<file path="src/rss_cfg.svh">
// timing and encoding constants for the reset source sequencer
`ifndef RSS_CFG_SVH
`define RSS_CFG_SVH
`define RSS_CLK_HZ          50000000
`define RSS_START_DELAY_CYC 10
`define RSS_PIN_FILT_NS     200
`define RSS_PIN_FILT_CYC    ((`RSS_PIN_FILT_NS * 50 + 999) / 1000)
`define RSS_BRN_TRIP_NS     1000
`define RSS_BRN_TRIP_CYC    ((`RSS_BRN_TRIP_NS * 50 + 999) / 1000)
`define RSS_TIMER_1MS_CYC   50000
`define RSS_SYNC_IDLE       8'hE1
`define RSS_BRN_ALWAYS      2'b11
`define RSS_BRN_NOSLEEP     2'b10
`define RSS_BRN_SW          2'b01
`define RSS_BRN_OFF         2'b00
`endif

</file>
<file path="src/rss_pkg.sv">
// types for the reset source sequencer
package rss_pkg;
  typedef enum logic [1:0] {
    RSS_ST_HOLD  = 2'b00,
    RSS_ST_PWUP  = 2'b01,
    RSS_ST_DELAY = 2'b10,
    RSS_ST_RUN   = 2'b11
  } rss_state_e;
endpackage : rss_pkg

</file>
<file path="src/rss_reset_sequencer.sv">
// reset source sequencing, start-up timing and cause flags
//
// Operation
// - programming-mode exit behaves like power-on reset
// - brown-out longer than trip duration resets, clears flag
// - mode 11 monitor always on, start waits ready
// - mode 11 sleep keeps monitor, wake not delayed
// - mode 10 off in sleep, wake waits ready
// - mode 01 software enable, no start wait
// - protection only when ready; ready flag reported
// - mode 00 monitor off, software enable ignored
// - mode 11 ready flag set before execution
// - pin reset enabled by low-voltage-prog or pin enable
// - pin reset clears ext_reset_flag_n unless it starts during the start delay
// - enabled pin held low keeps device in reset
// - pin filter rejects short low pulses
// - internal resets never drive the pin low
// - disabled pin is input, pull-up software controlled
// - watchdog timeout outside sleep resets and updates its flags
// - reset instruction resets and clears its flag
// - enabled stack over/underflow resets and sets flag
// - power-up timer holds reset up to 64 ms
// - timer enabled unless select 00, starts after release
// - execution waits timer done and pin release
// - execution starts 10 cycles after pin release
// - causing flag changes; hardware deactivates only timeout_flag_n and powerdown_flag_n
`include "rss_cfg.svh"
module rss_reset_sequencer #(
  parameter int unsigned TIMER_1MS_CYC = `RSS_TIMER_1MS_CYC
) (
  input  wire logic       clk,
  input  wire logic       rst,
  input  wire logic       por_active,
  input  wire logic       prog_mode_exit,
  input  wire logic       bor_trip,
  input  wire logic       bor_monitor_ready,
  input  wire logic [1:0] bor_mode_select,
  input  wire logic       sw_bor_enable,
  input  wire logic       sleep_active,
  input  wire logic       wake_request,
  input  wire logic       ext_reset_pin_n,
  input  wire logic       ext_reset_pin_enable,
  input  wire logic       low_voltage_prog_enable,
  input  wire logic       sw_pullup_enable,
  input  wire logic       watchdog_timeout,
  input  wire logic       clear_watchdog_instr,
  input  wire logic       sleep_instr,
  input  wire logic       reset_instr,
  input  wire logic       stack_reset_enable,
  input  wire logic       stack_overflow,
  input  wire logic       stack_underflow,
  input  wire logic [1:0] powerup_timer_select,
  input  wire logic       sw_flag_write,
  input  wire logic [7:0] sw_flag_data,
  output logic            core_reset,
  output logic            core_run,
  output logic            bor_monitor_enable,
  output logic            bor_ready_flag,
  output logic            ext_reset_pin_oe_n,
  output logic            ext_reset_pin_out,
  output logic            ext_reset_pullup,
  output logic            ext_pin_gpio_in,
  output logic            brownout_reset_n,
  output logic            poweron_reset_n,
  output logic            ext_reset_flag_n,
  output logic            timeout_flag_n,
  output logic            powerdown_flag_n,
  output logic            wdt_reset_flag_n,
  output logic            reset_instr_flag_n,
  output logic            stack_over_flag,
  output logic            stack_under_flag
);

  // the 64 ms count must still fit the 32-bit timer
  if (TIMER_1MS_CYC < 1 || TIMER_1MS_CYC > 32'h03FF_FFFF)
  begin : g_bad_timer
    $error("TIMER_1MS_CYC out of range");
  end

  // pin, monitor and async event inputs are two-stage synchronised
  logic [7:0] sync1_q;
  logic [7:0] sync2_q;
  logic       pin_s, trip_s, rdy_s, por_s, prog_s;
  always_ff @(posedge clk)
  begin
    if (rst)
    begin
      // idle pin levels, so no false event follows reset
      sync1_q <= `RSS_SYNC_IDLE;
      sync2_q <= `RSS_SYNC_IDLE;
    end
    else
    begin
      sync1_q <= {3'h7, prog_mode_exit, por_active, bor_monitor_ready, bor_trip,
                  ext_reset_pin_n};
      sync2_q <= sync1_q;
    end
  end
  assign pin_s  = sync2_q[0];
  assign trip_s = sync2_q[1];
  assign rdy_s  = sync2_q[2];
  assign por_s  = sync2_q[3];
  assign prog_s = sync2_q[4];

  logic pin_en;
  assign pin_en = low_voltage_prog_enable | ext_reset_pin_enable;

  // low filter: short pulses never reach the reset path
  logic [7:0] pin_cnt_q;
  logic       pin_low_q;
  always_ff @(posedge clk)
  begin
    if (rst)
    begin
      pin_cnt_q <= 8'h00;
      pin_low_q <= 1'b0;
    end
    else if (pin_s || !pin_en)
    begin
      pin_cnt_q <= 8'h00;
      pin_low_q <= 1'b0;
    end
    else if (pin_cnt_q < 8'(`RSS_PIN_FILT_CYC))
      pin_cnt_q <= pin_cnt_q + 8'h01;
    else
      pin_low_q <= 1'b1;
  end

  // brown-out monitor enable per mode
  logic bor_on;
  always_comb
  begin
    case (bor_mode_select)
      `RSS_BRN_ALWAYS:  bor_on = 1'b1;
      `RSS_BRN_NOSLEEP: bor_on = !sleep_active;
      `RSS_BRN_SW:      bor_on = sw_bor_enable;
      default:          bor_on = 1'b0;
    endcase
  end
  logic armed;
  assign armed = bor_on & rdy_s;

  logic [7:0] trip_cnt_q;
  logic       bor_hit_q;
  always_ff @(posedge clk)
  begin
    if (rst || !armed || !trip_s)
    begin
      trip_cnt_q <= 8'h00;
      bor_hit_q  <= 1'b0;
    end
    else if (trip_cnt_q < 8'(`RSS_BRN_TRIP_CYC))
      trip_cnt_q <= trip_cnt_q + 8'h01;
    else
      bor_hit_q <= 1'b1;
  end

  logic stk_ev, wdt_ev, ext_ev, cold_ev, bor_ev;
  assign stk_ev  = stack_reset_enable & (stack_overflow | stack_underflow);
  assign wdt_ev  = watchdog_timeout & !sleep_active;
  assign ext_ev  = pin_low_q;
  assign bor_ev  = bor_hit_q;
  assign cold_ev = por_s | prog_s;

  // start-up sequencing
  rss_pkg::rss_state_e st_q;
  logic [31:0] pwup_cnt_q;
  logic [3:0]  dly_q;
  logic [31:0] pwup_len;
  logic        cold_q;
  logic        start_gate;
  always_comb
  begin
    case (powerup_timer_select)
      2'h1:    pwup_len = TIMER_1MS_CYC;
      2'h2:    pwup_len = TIMER_1MS_CYC * 16;
      2'h3:    pwup_len = TIMER_1MS_CYC * 64;
      default: pwup_len = 32'h0000_0000;
    endcase
  end
  // modes 11/10 hold start-up until the monitor is ready and supply ok
  assign start_gate = (bor_mode_select[1] ? (rdy_s & !trip_s) : 1'b1);

  always_ff @(posedge clk)
  begin
    if (rst)
    begin
      st_q       <= rss_pkg::RSS_ST_HOLD;
      pwup_cnt_q <= 32'h0000_0000;
      dly_q      <= 4'h0;
      cold_q     <= 1'b1;
    end
    else if (cold_ev || bor_ev)
    begin
      st_q       <= rss_pkg::RSS_ST_HOLD;
      pwup_cnt_q <= 32'h0000_0000;
      cold_q     <= 1'b1;
    end
    else if (wdt_ev || reset_instr || stk_ev)
    begin
      st_q   <= rss_pkg::RSS_ST_HOLD;
      cold_q <= 1'b0;
    end
    else
    begin
      case (st_q)
        rss_pkg::RSS_ST_HOLD:
        begin
          if (start_gate)
            st_q <= (cold_q && pwup_len != 32'h0) ? rss_pkg::RSS_ST_PWUP
                                                 : rss_pkg::RSS_ST_DELAY;
          pwup_cnt_q <= 32'h0000_0000;
          dly_q      <= 4'h0;
        end
        rss_pkg::RSS_ST_PWUP:
        begin
          // runs regardless of the pin level
          if (pwup_cnt_q + 32'h1 >= pwup_len)
            st_q <= rss_pkg::RSS_ST_DELAY;
          pwup_cnt_q <= pwup_cnt_q + 32'h0000_0001;
        end
        rss_pkg::RSS_ST_DELAY:
        begin
          if (ext_ev)
            dly_q <= 4'h0;
          else if (dly_q == 4'(`RSS_START_DELAY_CYC - 1))
          begin
            st_q   <= rss_pkg::RSS_ST_RUN;
            cold_q <= 1'b0;
          end
          else
            dly_q <= dly_q + 4'h1;
        end
        rss_pkg::RSS_ST_RUN:
        begin
          if (ext_ev)
            st_q <= rss_pkg::RSS_ST_DELAY;
          dly_q <= 4'h0;
          // wake in mode 10 waits on the monitor; mode 11 does not
          if (sleep_active && wake_request && bor_mode_select == `RSS_BRN_NOSLEEP
              && !(rdy_s && !trip_s))
            st_q <= rss_pkg::RSS_ST_HOLD;
        end
        default: st_q <= rss_pkg::RSS_ST_HOLD;
      endcase
    end
  end

  // outputs, all registered
  always_ff @(posedge clk)
  begin
    if (rst)
    begin
      core_reset         <= 1'b1;
      core_run           <= 1'b0;
      bor_monitor_enable <= 1'b0;
      bor_ready_flag     <= 1'b0;
      ext_reset_pin_oe_n <= 1'b1;
      ext_reset_pin_out  <= 1'b1;
      ext_reset_pullup   <= 1'b1;
      ext_pin_gpio_in    <= 1'b1;
    end
    else
    begin
      core_reset         <= (st_q != rss_pkg::RSS_ST_RUN);
      core_run           <= (st_q == rss_pkg::RSS_ST_RUN);
      bor_monitor_enable <= bor_on;
      bor_ready_flag     <= armed;
      ext_reset_pin_oe_n <= 1'b1;
      ext_reset_pin_out  <= 1'b1;
      ext_reset_pullup   <= pin_en ? 1'b1 : sw_pullup_enable;
      ext_pin_gpio_in    <= pin_en ? 1'b1 : pin_s;
    end
  end

  // cause flags: hardware drives the active value of the causing source; cold reset also drives timeout_flag_n and powerdown_flag_n inactive
  always_ff @(posedge clk)
  begin
    if (rst)
    begin
      brownout_reset_n   <= 1'b0;
      poweron_reset_n    <= 1'b0;
      ext_reset_flag_n   <= 1'b1;
      timeout_flag_n     <= 1'b1;
      powerdown_flag_n   <= 1'b1;
      wdt_reset_flag_n   <= 1'b1;
      reset_instr_flag_n <= 1'b1;
      stack_over_flag    <= 1'b0;
      stack_under_flag   <= 1'b0;
    end
    else
    begin
      // software write first, hardware events below win
      if (sw_flag_write)
      begin
        brownout_reset_n   <= sw_flag_data[0];
        poweron_reset_n    <= sw_flag_data[1];
        reset_instr_flag_n <= sw_flag_data[2];
        ext_reset_flag_n   <= sw_flag_data[3];
        wdt_reset_flag_n   <= sw_flag_data[4];
        stack_under_flag   <= sw_flag_data[6];
        stack_over_flag    <= sw_flag_data[7];
      end
      if (clear_watchdog_instr)
      begin
        timeout_flag_n   <= 1'b1;
        powerdown_flag_n <= 1'b1;
      end
      if (sleep_instr)
      begin
        timeout_flag_n   <= 1'b1;
        powerdown_flag_n <= 1'b0;
      end
      if (cold_ev)
      begin
        poweron_reset_n  <= 1'b0;
        timeout_flag_n   <= 1'b1;
        powerdown_flag_n <= 1'b1;
      end
      if (bor_ev)
        brownout_reset_n <= 1'b0;
      if (ext_ev && st_q != rss_pkg::RSS_ST_DELAY)
        ext_reset_flag_n <= 1'b0;
      if (watchdog_timeout)
      begin
        timeout_flag_n <= 1'b0;
        if (!sleep_active)
          wdt_reset_flag_n <= 1'b0;
      end
      if (reset_instr)
        reset_instr_flag_n <= 1'b0;
      if (stk_ev && stack_overflow)
        stack_over_flag <= 1'b1;
      if (stk_ev && stack_underflow)
        stack_under_flag <= 1'b1;
    end
  end

endmodule : rss_reset_sequencer

</file>
<file path="config.mk">
export PLATFORM = sky130hd
export DESIGN_NAME = rss_reset_sequencer
export DESIGN_NICKNAME = d
export VERILOG_FILES = /design/src/rss_pkg.sv /design/src/rss_reset_sequencer.sv
export VERILOG_INCLUDE_DIRS = /design/src /design/src/src
export SDC_FILE = /design/constraint.sdc
export NUM_CORES = 1
export LEC_CHECK = 0
export BUFFER_PORTS_ARGS = -buffer_cell sky130_fd_sc_hd__clkbuf_2
export CELL_PAD_IN_SITES_DETAIL_PLACEMENT = 0
export CELL_PAD_IN_SITES_GLOBAL_PLACEMENT = 1
export CORE_MARGIN = 1.5
export CORE_UTILIZATION = 24
export DETAILED_ROUTE_END_ITERATION = 16
export GPL_TIMING_DRIVEN = 0
export PLACE_DENSITY_LB_ADDON = 0.2
export SKIP_CTS_REPAIR_TIMING = 1
export SYNTH_ARGS = -nofsm -noshare
export SYNTH_HDL_FRONTEND = slang
export SYNTH_SLANG_ARGS = --single-unit
</file>
<file path="constraint.sdc">
create_clock -name clk -period 6.1 [get_ports clk]
set_clock_uncertainty 0.1 [all_clocks]
set_input_delay 1.525 -clock clk [delete_from_list [all_inputs] [get_ports clk]]
set_output_delay 1.525 -clock clk [all_outputs]
set_load 0.01 [all_outputs]
</file>
==> results.json, run 1 <==
{
  "status": "finished clean",
  "die_h_um": 138,
  "synth_fa_ha_area_share_pct": 7.39,
  "start_util_pct": 24.5,
  "drt_iter0_markers": 160,
  "drc": 0,
  "setup_viol": 0,
  "rsz0062_at_grt": "no",
  "cts.sinks": 82,
  "synth-simple-area-share_pct": 26.5,
  "tightestPinTransition_ns": 1.02,
  "cap_violations": 0,
  "critPathLaunch": "powerup_timer_select[1]",
  "worst_path_max_delay_cell": "o41ai_2",
  "placed_cells": 796,
  "first_pass_iters": 4,
  "clkLatencyLatePin_ns": 0.35,
  "crit_end": "st_q[1]",
  "p_int_w": 0.000898,
  "worstReg2RegEnd": "st_q[1]",
  "power.switching_w": 0.000285,
  "min_path_type": "reg2reg",
  "crit_chain": "clkbuf_2 > inv_1 > ha_1 > inv_1 > ha_1 > and4_1 > a221o_1 > a2111oi_2 > o32ai_1 > o41ai_2 > mux2i_1 > nor2b_4",
  "pwr-share-seq_pct": 46.4,
  "worst_slack_ns": 1.86,
  "min_period_ns": 4.24,
  "synthCells": 522,
  "grtUsageTotal_pct": 13.3,
  "die_w_um": 138,
  "critical_path_class": "in2reg",
  "netlist_area_um2": 4400,
  "wl_per_cell_um": 15.0,
  "synth-edff-count": 0,
  "grt_pass1_wl_um": 20200,
  "drv_slew": 0,
  "numCtsBuffers": 9,
  "critPathMaxStageDelay_ns": 0.53,
  "dpl_worst_slack_ns": 1.50,
  "vias_per_cell": 4.77,
  "p_leak_nw": 2.03,
  "cp_data_required_time_ns": 6.28,
  "synth_seq_cells": 82,
  "cts.path.max_buffers": 2,
  "arrival_ns": 4.42,
  "ff2ff_path_depth": 14,
  "synth_ff_type": "dfxtp_1",
  "yosys.cell_types.count": 65,
  "yosysWarnings": 0,
  "pin_count": 50,
  "wl_um": 12200,
  "vdd_drop_max_uv": 135,
  "finalHoldViolCount": 0,
  "grt_max_degree": 14,
  "fillers": 1971,
  "cp_max_fo": 3,
  "synthXorXnorAreaFrac_pct": 4.57,
  "synth_seq_area_share_pct": 37.3,
  "muxShareOfSynthArea_pct": 2.53,
  "antenna_found_initial": 0,
  "htree_num_levels": 3,
  "grt.overflow.total": 0,
  "endpoint_kind": "flip-flop",
  "cts_root_buf": "clkbuf_16",
  "ff2ff_setup_slack_ns": 2.15,
  "port_buffers": 44,
  "dpl.hpwl_um": 9080,
  "final_cells": 813,
  "sw_frac_of_total_pct": 24.1,
  "syn_area_per_cell_um2": 8.44,
  "core_um2": 18000,
  "reg2reg_from": "pwup_cnt_q[16]",
  "num-nets-final": 637,
  "critPathLaunchType": "primary input",
  "placementRows": 49,
  "postSynth.asyncResetShare_pct": 0,
  "route.vias.total": 3878,
  "ant_nets": 0,
  "place.gp.congestion": 0.765,
  "synth-compound-area-share_pct": 16.9,
  "path_clk_slew_ns": 0.06,
  "grt_pass1_vias": 3930,
  "p_per_area_nw_per_um2": 227,
  "cts_tree": "done",
  "drive_above_1_share_pct": 14.4,
  "combPwrFrac_pct": 7.5,
  "dieArea_um2": 19200,
  "tns_ns": 0,
  "syn_to_final_growth_pct": 18.2,
  "fmax_mhz": 236,
  "power_frac_clock_pct": 46.1,
  "synth_top_family_by_area": "simple AND/OR/NAND/NOR gates",
  "maxSlewHeadroom_pct": 31.3,
  "post-route-period-util_pct": 69.5
}
cell families after synthesis:
family	Yosys count
flip-flops	82
buffers and inverters	47
adder cells (fa/ha/maj)	26
other	1
XOR/XNOR	23
AO/OA/AOI/OAI	112
AND/OR/NAND/NOR	220
multiplexers	11
cell usage after synthesis (13+ instances only):
master    count  area share, %
and3_1       13            1.8
nand3_1      21            2.4
a21oi_1      29            3.3
dfxtp_1      82             37
inv_1        18            1.5
o21ai_0      26            3.0
ha_1         26            7.4
clkbuf_1     19            1.6
nor3_1       15            1.7
nor2_1       63            5.4
nand2_1      41            3.5
registers in the layout, summed over array words and instances (netlist names), 2 cells and up:
signal      flops
st_q            2
pwup_cnt_q     32
sync2_q         5
dly_q           4
sync1_q         5
pin_cnt_q       8
trip_cnt_q      8
worst min path at each step:
stage,startpoint,to,slack [ns],cells past startpoint
3_3_place_gp,sync1_q[0],sync2_q[0],0.30,1
3_5_place_dp,sync1_q[0],sync2_q[0],0.30,1
5_1_grt,sync1_q[0],sync2_q[0],0.33,1
6_report,sync1_q[0],sync2_q[0],0.31,1
2_1_floorplan,sync1_q[0],sync2_q[0],0.29,1
4_1_cts,sync1_q[0],sync2_q[0],0.31,1
critical path: cells and delay by family:
family / cells / cell delay, ns
adder cells (fa/ha/maj): 2 / 0.54
buffers and inverters: 3 / 0.30
AO/OA/AOI/OAI: 4 / 1.48
AND/OR/NAND/NOR: 2 / 0.34
multiplexers: 1 / 0.24
area by class of cell:
| class | instances | area [µm²] | area share (%) |
|---|---|---|---|
| clock inverters | 4 | 52.6 | 1.01 |
| flip-flops and latches | 82 | 1640 | 31.5 |
| well taps | 229 | 287 | 5.50 |
| inverters | 18 | 67.6 | 1.30 |
| diodes | 1 | 2.50 | 0.0481 |
| repair buffers | 44 | 220 | 4.23 |
| plain buffers | 29 | 143 | 2.74 |
| multi-input cells | 394 | 2560 | 49.1 |
| clock buffers | 12 | 236 | 4.54 |
cells in the final DEF, fill, tap and decap left out, types with 3 or more instances in the layout:
| cell | instances |
|---|---|
| dfxtp_1 | 82 |
| nor2_1 | 63 |
| clkbuf_2 | 45 |
| nand2_1 | 41 |
| a21oi_1 | 29 |
| o21ai_0 | 26 |
| ha_1 | 26 |
| clkbuf_1 | 22 |
| nand3_1 | 21 |
| inv_1 | 18 |
| nor3_1 | 15 |
| and3_1 | 13 |
| xnor2_1 | 12 |
| nor2b_1 | 12 |
| xor2_1 | 11 |
| a22oi_1 | 11 |
| and2_1 | 10 |
| mux2i_1 | 10 |
| nor4_1 | 9 |
| clkbuf_16 | 9 |
| a31oi_1 | 7 |
| buf_4 | 6 |
| and4_1 | 5 |
| a311oi_1 | 5 |
| a211oi_1 | 5 |
| o21bai_1 | 4 |
| a41oi_1 | 4 |
| nand4_1 | 3 |
| or2_2 | 3 |
| or3_1 | 3 |
| o21a_1 | 3 |
| nand3b_1 | 3 |
routing by layer:
metal | track usage (%) | vias to the layer above | part of all wire, %
li1 | - | 1974 | -
met1 | 17.1 | 1817 | 49
met2 | 21.6 | 76 | 45
met3 | 4.30 | 11 | 4.8
met4 | 3.21 | 0 | 1.1
met5 | 0 | - | 0
power groups by stage:
stage	sequential, W	clock (W)	combinational [W]
2_1_floorplan	0.000563	0	0.0000500
3_3_place_gp	0.000561	0	0.0000887
3_5_place_dp	0.000561	0	0.0000901
4_1_cts	0.000549	0.000569	0.0000904
5_1_grt	0.000550	0.000591	0.0000994
6_report	0.000549	0.000546	0.0000882
metrics by stage:
stage	cell area [µm²]	util [%]	total power, W	hold slack, ns
2_1_floorplan	4410	-	0.000613	0.289
3_3_place_gp	4910	27.4	0.000650	0.302
3_5_place_dp	4910	27.4	0.000651	0.305
4_1_cts	5200	29.0	0.00121	0.314
5_1_grt	5200	29.0	0.00124	0.330
6_report	5210	29.0	0.00118	0.312
No activity file was read; power rests on OpenSTA's default activity.
==> inputs of run 2 (changes only) <==
clock period = 4.2 ns   (was 6.1 ns; I/O delays follow)
==> run 2 against run 1 <==
  * Utilization up 0.063 points
  * Sequential cell count unchanged
  * Final area increased by 0.22%
  * Worst setup slack worse by 1.5 ns
  * Critical endpoint unchanged
  * Sequential share of layout area down 0.068 points
  * Largest power group unchanged
  * Register-to-register slack worse by 1.8 ns
  * Clock power increased by 45%
  * First-iteration DRC count down 28%
  * Combinational power up 46%
  * Worst hold slack hardly changed
==> results.json, run 2 (synthesis results as in run 1) <==
{
  "status": "finished clean",
  "drive_above_1_share_pct": 14.4,
  "top_layer": "met4",
  "wl_per_cell_um": 15.0,
  "setup_viol": 0,
  "dr_wl_met3_um": 581,
  "drt_iter0_markers": 115,
  "critPathLaunchType": "flip-flop",
  "placementRows": 49,
  "largest_register_ffs": 32,
  "clkLatencyLatePin_ns": 0.34,
  "num-nets-final": 637,
  "cp_data_required_time_ns": 4.38,
  "grt.overflow.total": 0,
  "vias_per_cell": 4.77,
  "regMostFlops": "pwup_cnt_q",
  "post-route-period-util_pct": 92.4,
  "top_regs": "pwup_cnt_q: 32 flops, pin_cnt_q: 8 flops, trip_cnt_q: 8 flops",
  "vdd_drop_max_uv": 197,
  "drc": 0,
  "met2_length_um": 5490,
  "final_area_um2": 5220,
  "critical_path_class": "reg2reg",
  "cp_max_fo": 7,
  "cap_violations": 0,
  "finalHoldViolCount": 0,
  "start_util_pct": 24.5,
  "cp_common_cell": "nand3_1",
  "grt_pass1_wl_um": 20200,
  "first_pass_iters": 4,
  "maxSlewHeadroom_pct": 29.0,
  "drv_slew": 0,
  "wl_um": 12200,
  "cts.sinks": 82,
  "p_leak_nw": 2.03,
  "antenna_found_initial": 0,
  "syn_to_final_growth_pct": 18.5,
  "rsz0062_at_grt": "no",
  "route.vias.total": 3881,
  "place.gp.congestion": 0.765,
  "p_per_area_nw_per_um2": 329,
  "arrival_ns": 4.07,
  "htree_num_levels": 3,
  "min_period_ns": 3.88,
  "grt_max_degree": 14,
  "place_area_um2": 4910,
  "die_h_um": 138,
  "numCtsBuffers": 9,
  "ant_nets": 0,
  "min_path_type": "reg2reg",
  "fmax_mhz": 258,
  "mostFrequentLayoutCells": "82 x dfxtp_1, 63 x nor2_1, 45 x clkbuf_2",
  "tns_ns": 0,
  "critPathMaxStageDelay_ns": 0.50,
  "die_w_um": 138,
  "grtUsageTotal_pct": 13.3,
  "cts_tree": "done",
  "core_um2": 18000,
  "dieArea_um2": 19200,
  "crit_chain": "and2_1 > nand3_1 > nor4_1 > and3_1 > clkbuf_1 > nand3_1 > xnor2_1 > ha_1 > nand2b_1 > a2111oi_2 > o221ai_1 > o41ai_4 > mux2i_1 > nor2b_4",
  "wl_met1_um": 5970,
  "cts_root_buf": "clkbuf_16",
  "port_buffers": 44,
  "final_common_cell": "dfxtp_1",
  "timing.hold.ws_ns": 0.313,
  "dpl.hpwl_um": 9080,
  "endpoint_kind": "flip-flop",
  "grt_pass1_vias": 3930,
  "path_clk_slew_ns": 0.06,
  "cts.path.max_buffers": 2,
  "worst_path_max_delay_cell": "o41ai_4",
  "tightestPinTransition_ns": 1.06,
  "pin_count": 50
}
==> run 2: report_power, final <==
part	switching (W)	internal [W]	total, W
sequential	0.00000642	0.000791	0.000798
clock	0.000328	0.000463	0.000791
combinational	0.0000783	0.0000511	0.000129
==> run 2: layout make-up <==
| type | instances | area [µm²] |
|---|---|---|
| antenna | 1 | 2.50 |
| buffer | 29 | 143 |
| clock buffer | 12 | 236 |
| clock inverter | 4 | 52.6 |
| fill | 1969 | 12700 |
| inverter | 18 | 67.6 |
| multi-input combinational | 394 | 2570 |
| sequential | 82 | 1640 |
| tap | 229 | 287 |
| timing repair buffer | 44 | 220 |
==> run 2: metrics by stage <==
| step | utilization [%] | power (W) | setup slack (ns) | std cells |
|---|---|---|---|---|
| detailed placement | 27.4 | 0.000946 | 0.0727 | 796 |
| finish | 29.0 | 0.00172 | 0.319 | 813 |
| global route | 29.0 | 0.00180 | 0.0328 | 812 |
| global placement | 27.4 | 0.000944 | 0.137 | 796 |
| CTS | 29.0 | 0.00176 | 0.171 | 812 |
| floorplan | - | 0.000890 | 0.720 | 523 |
==> run 2: final timing paths <==
check / from / to / slack [ns] / cells after the start
worst max-delay path: pwup_cnt_q[16] / st_q[1] / 0.32 / 14
worst min-delay path: sync1_q[0] / sync2_q[0] / 0.31 / 1
worst max register to register: pwup_cnt_q[16] / st_q[1] / 0.32 / 14
worst min register to register: sync1_q[0] / sync2_q[0] / 0.31 / 1
==> run 2: worst max-delay path: cells and delay by family (launching register included) <==
kind	cells	cell delay, ns
xor gates and xnor gates	1	0.16
muxes	1	0.23
adders and majority gates	1	0.22
and+or+nand+nor	7	1.27
DFF	1	0.43
buffers and inverters	1	0.25
AOI/OAI and AO/OA	3	1.14
==> run 2: layer usage <==
layer / vias up / GRT usage [%]
li1: 1975 / -
met1: 1816 / 17.1
met2: 79 / 21.6
met3: 11 / 4.30
met4: 0 / 3.21
met5: - / 0
